## src/core/swsd_pkg.sv

```systemverilog
// Package for the synchronous burst RAM write/select decode block
package swsd_pkg;

  // Number of byte lanes
  localparam int unsigned LANES    = 4;
  // Width of one byte lane
  localparam int unsigned LANE_W   = 8;
  // Reset value of the registered lane write mask
  localparam logic [3:0]  MASK_RST = 4'h0;

  // Pipeline state of the output stage
  typedef enum logic [1:0]
  {
    SWSD_IDLE  = 2'b00,
    SWSD_WRITE = 2'b01,
    SWSD_READ  = 2'b10,
    SWSD_SLEEP = 2'b11
  } swsd_state_t;

  // Control inputs sampled on each clock edge
  typedef struct packed
  {
    logic       global_write_n;
    logic       byte_write_gate_n;
    logic [3:0] lane_write_n;
    logic       combined_select_n;
    logic       select_b_high;
    logic       select_c_n;
  } swsd_ctrl_t;

endpackage : swsd_pkg

```

## src/core/swsd_decode.sv

```systemverilog
// Write, select, read and sleep decode of the burst RAM
`timescale 1ns/1ps
`default_nettype none

module swsd_decode
  import swsd_pkg::*;
#(
  parameter int unsigned NUM_LANES = LANES,
  parameter int unsigned LANE_BITS = LANE_W
)
(
  // Clock and reset
  input  wire logic                          core_clk,
  input  wire logic                          rstn,
  // Control pins from the memory controller
  input  wire logic                          global_write_n,
  input  wire logic                          byte_write_gate_n,
  input  wire logic [NUM_LANES-1:0]          lane_write_n,
  input  wire logic                          combined_select_n,
  input  wire logic                          select_b_high,
  input  wire logic                          select_c_n,
  input  wire logic                          sleep_request,
  // Write data and read data from the core array
  input  wire logic [NUM_LANES*LANE_BITS-1:0] write_data,
  input  wire logic [NUM_LANES*LANE_BITS-1:0] array_read_data,
  // Decoded controls toward the core array
  output logic                               cycle_write,
  output logic                               cycle_read,
  output logic [NUM_LANES-1:0]               lane_write_mask,
  output logic [NUM_LANES*LANE_BITS-1:0]     lane_write_data,
  // Data pins
  output logic [NUM_LANES*LANE_BITS-1:0]     data_out,
  output logic                               data_out_en,
  // Status
  output logic                               selected,
  output logic                               asleep
);

  // Gated lane mask: one bit per lane that is to be written
  function automatic logic [NUM_LANES-1:0] lane_mask
  (
    input logic                 gw_n,
    input logic                 gate_n,
    input logic [NUM_LANES-1:0] lanes_n
  );
    // Global write overrides every lane input
    if (!gw_n)
      lane_mask = '1;
    // Gate low lets each lane input act on its own lane
    else if (!gate_n)
      lane_mask = ~lanes_n;
    // Gate high ignores the lane inputs entirely
    else
      lane_mask = '0;
  endfunction : lane_mask

  // Limitation: burst address sequencing, the output enable pin and the
  // pin drivers live elsewhere; this block only decodes the controls.
  // Sleep is sampled like any other control, so the caller must hold it
  // across a rising edge for it to take effect.

  swsd_state_t state;        // Output stage state
  swsd_state_t next_state;   // Next output stage state

  // Combinational decode, all named wires
  wire logic [NUM_LANES-1:0] mask_now;   // Lanes written this cycle
  wire logic                 write_now;  // This cycle is a write
  wire logic                 sel_now;    // All three enables agree
  wire logic                 active_now; // Selected and not asleep
  wire logic                 read_now;   // This cycle is a read
  wire logic                 desel_now;  // Any one enable is off
  wire logic                 show_read;  // A read was registered last edge

  // Global write forces all lanes; else gate qualifies each lane alone
  assign mask_now   = lane_mask(global_write_n, byte_write_gate_n,
                                lane_write_n);
  // A write needs at least one lane; all enables high stays a read
  assign write_now  = |mask_now;
  // Both low enables low and the high enable high
  assign sel_now    = !combined_select_n && !select_c_n && select_b_high;
  // Sleep gates every access; an open input reads as low upstream
  assign active_now = sel_now && !sleep_request;
  // A read is simply the absence of any lane to write
  assign read_now   = !write_now;
  // One low enable high, or the high enable low, deselects
  assign desel_now  = !sel_now;
  // The output stage drives the pins only for a registered read
  assign show_read  = (state == SWSD_READ);

  // Pipeline timing seen from the pins:
  //   edge 0 samples the controls of a cycle and registers
  //   the decoded write, read and mask,
  //   edge 1 drives the read word and its enable onto the pins.
  // A write registered at edge 0 lands in the array at edge 1, so a read
  // that directly follows a write sees the fresh word at edge 2.
  // Trade-off: one extra register stage in exchange for a clean
  // clock-to-pin path with no decode logic behind the pins.

  // Next state of the output stage; sleep outranks select and direction
  always_comb
  begin
    case (state)
      SWSD_IDLE, SWSD_WRITE, SWSD_READ, SWSD_SLEEP:
      begin
        // Sleep parks the stage with the pins off
        if (sleep_request)
          next_state = SWSD_SLEEP;
        // A deselected cycle carries nothing over
        else if (desel_now)
          next_state = SWSD_IDLE;
        // Write cycles never drive the pins
        else if (write_now)
          next_state = SWSD_WRITE;
        // A read drives the pins one edge later
        else
          next_state = SWSD_READ;
      end
      // Unused codes cannot occur; recover to idle anyway
      default:
        next_state = SWSD_IDLE;
    endcase
  end

  // State register; inputs are taken as synchronous
  always_ff @(posedge core_clk or negedge rstn)
  begin
    if (!rstn)
      state <= SWSD_IDLE;
    else
      state <= next_state;
  end

  // Registered read and write flags; a deselected or sleeping cycle is neither
  always_ff @(posedge core_clk or negedge rstn)
  begin
    if (!rstn)
    begin
      cycle_write <= 1'h0;
      cycle_read  <= 1'h0;
    end
    else
    begin
      cycle_write <= active_now && write_now;
      cycle_read  <= active_now && read_now;
    end
  end

  // Registered lane mask; zero unless the cycle is a live write
  always_ff @(posedge core_clk or negedge rstn)
  begin
    if (!rstn)
      lane_write_mask <= MASK_RST[NUM_LANES-1:0];
    else if (active_now)
      lane_write_mask <= mask_now;
    else
      lane_write_mask <= '0;
  end

  // Write data rides along with the mask; the mask alone decides what lands.
  // Copying it every edge costs a little power but keeps the path simple.
  always_ff @(posedge core_clk or negedge rstn)
  begin
    if (!rstn)
      lane_write_data <= '0;
    else
      lane_write_data <= write_data;
  end

  // Output data: the word of the registered read, else all zeros.
  // The array is read at the new address, so nothing of the prior write
  // leaks onto the bus; zeros stand for the released pins.
  always_ff @(posedge core_clk or negedge rstn)
  begin
    if (!rstn)
      data_out <= '0;
    else if (show_read)
      data_out <= array_read_data;
    else
      data_out <= '0;
  end

  // Output enable: drops on the edge after a deselect is registered;
  // sleeping and writing cycles release the pins the same way
  always_ff @(posedge core_clk or negedge rstn)
  begin
    if (!rstn)
      data_out_en <= 1'h0;
    else
      data_out_en <= show_read;
  end

  // Select status: the plain three-enable decode, registered
  always_ff @(posedge core_clk or negedge rstn)
  begin
    if (!rstn)
      selected <= 1'h0;
    else
      selected <= sel_now;
  end

  // Sleep status; the array keeps its contents while asleep
  always_ff @(posedge core_clk or negedge rstn)
  begin
    if (!rstn)
      asleep <= 1'h0;
    else
      asleep <= sleep_request;
  end

endmodule : swsd_decode

`default_nettype wire

```

## config.mk

```make
export PLATFORM = sky130hd
export DESIGN_NAME = swsd_decode
export DESIGN_NICKNAME = d
export VERILOG_FILES = /design/src/core/swsd_pkg.sv /design/src/core/swsd_decode.sv
export SDC_FILE = /design/constraint.sdc
export NUM_CORES = 1
export LEC_CHECK = 0
export ABC_AREA = 1
export BUFFER_PORTS_ARGS = -buffer_cell sky130_fd_sc_hd__buf_2
export CORE_UTILIZATION = 43
export CTS_BUF_LIST = sky130_fd_sc_hd__clkbuf_4 sky130_fd_sc_hd__clkbuf_8
export CTS_CLUSTER_DIAMETER = 30
export DETAILED_ROUTE_END_ITERATION = 6
export PLACE_DENSITY = 0.83
export SLEW_MARGIN = 20
export SYNTH_ARGS = -nofsm -noshare
export SYNTH_HDL_FRONTEND = slang
export SYNTH_SLANG_ARGS = --single-unit
```

## constraint.sdc

```tcl
create_clock -name core_clk -period 1 [get_ports core_clk]
set_input_delay 0.1 -clock core_clk [delete_from_list [all_inputs] [get_ports core_clk]]
set_output_delay 0.1 -clock core_clk [all_outputs]
set_load 0.01 [all_outputs]
```

---- Word-level counts from Yosys, hierarchy flattened ----
Index checks and enable logic that the tools add are counted.
word-level totals
  register bits after elaboration ......... 75
  bits of input ports ..................... 76
  output and inout bits ................... 73
  logic and storage cells ................. 33
operators by class
  eq/ne operators ......................... 3
  multiplexer cells ....................... 8
  bitwise operators ....................... 1
  reduce and logical (&&, ||, !) cells .... 12
operators with widths
  kind                count
  $mux 32             1
  $mux 4              3
  $mux 2              4
  $reduce_or 4->1     2
  $logic_and 1x1->1   5
  $eq 2x2->1 const B  2
  $logic_not 1->1     4
  $not 4->4           1
  $eq 2x1->1 const B  1
  $logic_not 2->1     1

---- Depth between registers and ports, before layout ----
Gate-level depths: netlist (run 1).
  word-level depth ........................ 8
  gate-level depth with buffers ........... 5
  gate-level depth less buffers ........... 5

---- Worst setup path before layout (run 1) ----
No wires, ideal clock.
  path kind ............................... reg2reg
  from .................................... register state[0]
  to ...................................... register data_out[10]
  library setup time ...................... 72 ps
  data arrival time ....................... 754 ps
  required time ........................... 928 ps
  slack ................................... 175 ps
  stages on the path, launching flop included .. 5
  buffers on the path ..................... 1
  period minus slack after synthesis ...... 825 ps
  path through ............................ dfrtp_1 nor2_2 inv_2 buf_2 nor2_1
on the way
  word-level cells in the longest chain between the ends .. 2
ends and longest elaborated chain
  element                   line                source
  start: declaration        swsd_decode.sv:62   swsd_state_t state;
  start signal: assignment  swsd_decode.sv:130  state <= next_state;
  $eq 2x2->1                swsd_decode.sv:88   assign show_read = (state == SWSD_READ);
  named net show_read       swsd_decode.sv:72   wire logic show_read;
  $mux 32                   swsd_decode.sv:176  else if (show_read)
  end signal: assignment    swsd_decode.sv:177  data_out <= array_read_data;
  end: declaration          swsd_decode.sv:32   output logic [NUM_LANES*LANE_BITS-1:0] data_out,
The timed path passes the listed nets, and every way through them passes these cells.

---- Final worst setup path (run 1) ----
  from .................................... register data_out[1]
  to ...................................... output port data_out[1]
No word-level cell between the ends.

==> impl_metrics.py, run 1 <==
metrics = {
    "worst_setup_path": {
        "crit_path_max_incr_delay_ns": 0.42,
        "slowest_stage": "dfrtp_1",
        "crit_chain": "buf_2",
        "endpoint_kind": "output pin",
        "cp.required_ns": 0.90,
        "crit_arrival_ns": 0.90,
        "cp_max_fo": 1,
        "crit_buf_inv": 1,
        "cp_top_family": "flip-flops",
        "cp-start-kind": "register",
        "crit_type": "register to output pin",
    },
    "min_path": {
        "hold_class": "input port to register",
    },
    "global_routing": {
        "grt_max_degree": 76,
        "antenna_found_initial": 0,
        "grt_pass1_wl_mm": 10.1,
        "overflow": 0,
        "track_usage": 0.258,
        "grt_pass1_vias": 2161,
    },
    "clock_tree": {
        "clock-root-buffer": "clkbuf_8",
        "cts_buffers": 9,
        "cts_sinks": 75,
        "clock_latency_ns": 0.34,
        "cts_tree": "done",
        "htreeDepth": 3,
        "cts_buffer_depth": 2,
        "cts.clk_slew.worst_paths_ns": 0.08,
    },
    "finish": {
        "syn2layout_area_growth_pct": 78.8,
        "drive_gt1_frac": 0.440,
        "antennaDiodeCount": 0,
        "fillers": 283,
        "fin_area_um2": 4100,
        "finalCoreUtilization": 0.804,
        "nets": 473,
    },
    "die": {
        "dieArea_um2": 5630,
        "core_area_um2": 5110,
        "num_rows": 26,
        "fp.dieW_um": 75.1,
        "start_util": 0.449,
        "die_y_um": 75.1,
        "ios": 149,
    },
    "pwr": {
        "internal_power_w": 0.00532,
        "sequentialPowerShare": 0.468,
        "sw_frac_of_total": 0.225,
        "clockPowerShare": 0.417,
        "combPwrFrac": 0.116,
        "p_total_w": 0.00686,
        "power.switching_w": 0.00154,
        "p_leak_nw": 2.34,
        "ir_drop_mv": 1.17,
        "power_density_nw_per_um2": 1670,
    },
    "placed_design": {
        "gp_congestion": 0.728,
        "pre_cts_slack_ns": -0.127,
        "io_buffers": 148,
        "dp_hpwl_mm": 3.86,
        "place_area_um2": 3130,
    },
    "run": {
        "maxCapViolations": 0,
    },
    "drt": {
        "drtIter0Drc": 129,
        "drt-total-wl_mm": 7.04,
        "remaining_drc_errors": 0,
        "wl_per_cell_um": 14.9,
        "vias_per_cell": 4.31,
        "postRouteAntennaNets": 0,
        "vias": 2035,
        "firstDrtPassIters": 4,
    },
    "sta": {
        "setup_ws_ns": -0.00481,
        "fmax_mhz": 995,
        "min_period_ns": 1.00,
        "drv_slew": 0,
        "setup_tns_ns": -0.00481,
        "setup_viol": 1,
        "rsz0062_at_grt": "yes",
        "slew_headroom": 0.745,
        "worst_pin_slew_ns": 0.382,
        "final_hold_viol_count": 0,
        "finClkSkew_ns": 0.0115,
        "period_share": 1.00,
    },
    "synth": {
        "synth.avg_cell_area_um2": 13.4,
        "yosysSeqAreaShare": 0.818,
        "yosys_warnings": 0,
        "synth_cells": 171,
        "synth_area_um2": 2290,
        "synth_cell_types": 14,
        "synth-seq-cells": 75,
        "syn-num-nets": 247,
    },
    "run_status": {
        "status": "complete, but fails checks",
        "violations": "setup timing",
    },
}
cell type report:
cell class	count	area, um2	area share
multi-input cells	56	269	0.0655
repair buffers	218	1480	0.360
clock inverters	6	113	0.0274
inverters	37	144	0.0351
flip-flops and latches	75	1880	0.457
clock buffers	10	138	0.0335
well taps	70	87.6	0.0213
final timing paths:
| kind | startpoint | to | slack, ns | cells past startpoint |
|---|---|---|---|---|
| worst max register to register | state[1] | data_out[10] | 0.05 | 4 |
| worst min register to register | state[0] | data_out_en | 0.47 | 1 |
| min in group asynchronous | rstn | lane_write_data[7] | 0.31 | 3 |
| worst min-delay path | lane_write_n[3] | lane_write_mask[3] | 0.06 | 4 |
| worst max-delay path | data_out[1] | data_out[1] | -0.005 | 1 |
| max in group asynchronous | rstn | state[0] | 0.39 | 3 |
kinds of logic after synthesis:
| logic type | after synthesis | share of synthesized area |
|---|---|---|
| simple gates | 53 | 0.105 |
| compound gates | 3 | 0.00981 |
| buf+inv | 40 | 0.0671 |
| flops | 75 | 0.818 |
power groups by stage:
stage	Combinational (W)	Clock [W]	Sequential [W]
floorplan	0.000109	0	0.00333
global placement	0.000535	0	0.00325
detailed placement	0.000553	0	0.00326
CTS	0.000763	0.00286	0.00320
global route	0.000871	0.00303	0.00322
finish	0.000793	0.00286	0.00321
registers in the layout, summed over array words and instances (netlist names):
register / cells
asleep: 1
cycle_read: 1
lane_write_mask: 4
data_out_en: 1
selected: 1
cycle_write: 1
lane_write_data: 32
data_out: 32
state: 2
layout by cell type (no fill, tap or decap):
cell type,Yosys,routed
bufinv_16,0,3
buf_4,0,2
nor2_1,43,43
buf_6,0,4
dfrtp_1,75,75
a21oi_2,2,2
buf_2,3,143
nand2_1,3,3
buf_12,0,1
nor2_4,1,2
dlygate4sd3_1,0,68
nand2_4,1,1
clkinv_2,0,1
clkbuf_8,0,10
nor2_2,2,1
inv_2,2,2
inv_1,35,34
nand3_2,1,1
a21oi_1,1,1
nand3_1,1,1
clkinv_4,0,2
nor3b_4,1,1
inv_6,0,1
per-stage QoR:
stage	cells	hold WS [ns]
after global placement	387	0.140
after detailed placement	387	0.144
after CTS	471	0.0434
final	472	0.0556
after floorplan	171	-0.196
after global routing	472	0.0540
layer usage:
layer	global-route usage	part of all wire	wire (um)
met1	0.244	0.34	2370
met4	0.151	0.038	267
met2	0.496	0.55	3850
met5	0	0	0
met3	0.0669	0.079	555
repair_timing:
action / CTS / global route
setup endpoints to repair: 32 / 36
buffers inserted: 0 / 1
pin swaps: 0 / 1
gates cloned: 0 / 0
gates resized for setup: 1 / 7
hold buffers: 68 / 0
endpoints found under the hold margin: 142 / 0
synthesized netlist by cell type:
cell	number	area, um2
nand2_1	3	11.3
buf_2	3	15.0
a21oi_1	1	5.00
inv_2	2	7.51
a21oi_2	2	17.5
nand2_4	1	11.3
nand3_1	1	5.00
nor2_4	1	11.3
nor2_1	43	161
dfrtp_1	75	1880
nor3b_4	1	18.8
nor2_2	2	12.5
nand3_2	1	10.0
inv_1	35	131
Note: power is estimated with default switching activity, not from simulation.
==> inputs of run 2 (changes only) <==
--- a/config.mk
+++ b/config.mk
@@ -6,7 +6,7 @@
 export NUM_CORES = 1
 export LEC_CHECK = 0
 export ABC_AREA = 1
-export BUFFER_PORTS_ARGS = -buffer_cell sky130_fd_sc_hd__buf_2
+export BUFFER_PORTS_ARGS = -buffer_cell sky130_fd_sc_hd__buf_4
 export CORE_UTILIZATION = 43
 export CTS_BUF_LIST = sky130_fd_sc_hd__clkbuf_4 sky130_fd_sc_hd__clkbuf_8
 export CTS_CLUSTER_DIAMETER = 30
==> run 2 against run 1 <==
- the run still ends with setup timing left
- worst setup slack lost 0.021 ns
- critical path depth did not move
- sequential share of layout area shrank 4.3 points
- first-iteration DRC count increased by 22%
- utilization rose by 8.4 points
- highest routed layer unchanged
- die area is the same
- final cell count did not move
==> impl_metrics.py, run 2 (same netlist as run 1, synthesis figures left out) <==
metrics = {
    "run_status": {
        "status": "complete, but fails checks",
        "violations": "setup timing",
    },
    "worst_setup_path": {
        "crit_arrival_ns": 0.93,
        "cp_top_family": "flip-flops",
        "crit_chain": "buf_6",
        "cp_max_fo": 1,
        "slowest_stage": "dfrtp_1",
        "cp.required_ns": 0.90,
        "endpoint_kind": "output pin",
        "crit_path_max_incr_delay_ns": 0.43,
        "cp-start-kind": "register",
        "crit_type": "register to output pin",
        "crit_buf_inv": 1,
    },
    "run": {
        "maxCapViolations": 0,
    },
    "finish": {
        "final_common_cell": "buf_4",
        "drive_gt1_frac": 0.445,
        "antennaDiodeCount": 0,
        "layout.cells.non_filler": 472,
        "largestRegisters": "data_out: 32 flops, lane_write_data: 32 flops, lane_write_mask: 4 flops",
        "syn2layout_area_growth_pct": 97.6,
        "nets": 473,
        "layout_common_cells": "buf_4 (124), dfrtp_1 (75), dlygate4sd3_1 (67)",
    },
    "drt": {
        "postRouteAntennaNets": 0,
        "drtIter0Drc": 157,
        "wl_per_cell_um": 19.7,
        "firstDrtPassIters": 4,
        "remaining_drc_errors": 0,
        "vias_per_cell": 4.62,
        "vias": 2182,
        "drt-total-wl_mm": 9.29,
    },
    "die": {
        "ios": 149,
        "die_y_um": 75.1,
        "fp.dieW_um": 75.1,
        "start_util": 0.449,
        "dieArea_um2": 5630,
        "num_rows": 26,
        "core_area_um2": 5110,
    },
    "clock_tree": {
        "clock-root-buffer": "clkbuf_8",
        "cts_buffer_depth": 2,
        "post_cts_buffers": 0,
        "cts_buffers": 9,
        "htreeDepth": 3,
        "cts.clk_slew.worst_paths_ns": 0.10,
        "clock_latency_ns": 0.35,
        "cts_sinks": 75,
        "cts_tree": "done",
    },
    "global_routing": {
        "grt_max_degree": 33,
        "antenna_found_initial": 0,
        "grt_pass1_vias": 2209,
        "track_usage": 0.305,
        "grt_pass1_wl_mm": 11.7,
        "overflow": 0,
    },
    "placed_design": {
        "io_buffers": 148,
        "pre_cts_slack_ns": -0.0877,
        "dp_hpwl_mm": 4.00,
        "gp_congestion": 0.696,
        "placed_cells": 389,
    },
    "sta": {
        "holdWs_ns": 0.0491,
        "slew_headroom": 0.824,
        "finClkSkew_ns": 0.0205,
        "min_period_ns": 1.03,
        "fmax_mhz": 975,
        "final_hold_viol_count": 0,
        "period_share": 1.03,
        "setup_ws_ns": -0.0256,
        "setup_viol": 2,
        "drv_slew": 0,
        "worst_pin_slew_ns": 0.264,
        "setup_tns_ns": -0.0398,
        "rsz0062_at_grt": "yes",
    },
    "pwr": {
        "p_leak_nw": 2.44,
        "ir_drop_mv": 0.941,
        "power_density_nw_per_um2": 1530,
    },
    "min_path": {
        "hold_class": "input port to register",
    },
}
[run 2: per-stage QoR]
step	utilization	cell area (um2)	power, W
3_3_place_gp	0.690	3530	0.00395
2_1_floorplan	-	2290	0.00344
5_1_grt	0.888	4530	0.00716
6_report	0.888	4530	0.00693
3_5_place_dp	0.690	3530	0.00398
4_1_cts	0.866	4430	0.00674
[run 2: layout make-up]
cell class                 count  area, um2
clock buffer                  10        138
clock inverter                 6       88.8
fill                         201        573
inverter                      37        146
multi-input combinational     56        274
sequential                    75       1880
tap                           70       87.6
timing repair buffer         218       1920
[run 2: per-layer routing]
metal,global-route usage,share of wire
met2,0.530,0.53
met3,0.116,0.083
met1,0.313,0.33
met5,0,0
met4,0.178,0.058
[run 2: repair_timing]
item	in CTS	in global routing
pin swaps	0	1
endpoints found under the hold margin	141	0
hold buffers	67	0
endpoints found under the setup margin	32	56
resized for setup	1	30
[run 2: path summary, 6_finish.rpt]
kind                                          start             endpoint  slack [ns]  cells after the start
max in group asynchronous                      rstn   lane_write_data[1]        0.34                      3
min in group asynchronous                      rstn  lane_write_data[11]        0.16                      2
worst max register to register             state[0]          data_out[5]        0.05                      3
worst min-delay path              combined_select_n             state[0]        0.05                      4
worst min register to register             state[0]          data_out_en        0.48                      1
worst max-delay path            lane_write_data[24]  lane_write_data[24]       -0.03                      1
[run 2: where the power goes]
group | leakage (nW) | switching (W) | internal (W)
registers | 0.949 | 0.0000730 | 0.00316
clock network | 0.108 | 0.00119 | 0.00147
logic | 1.39 | 0.000427 | 0.000598
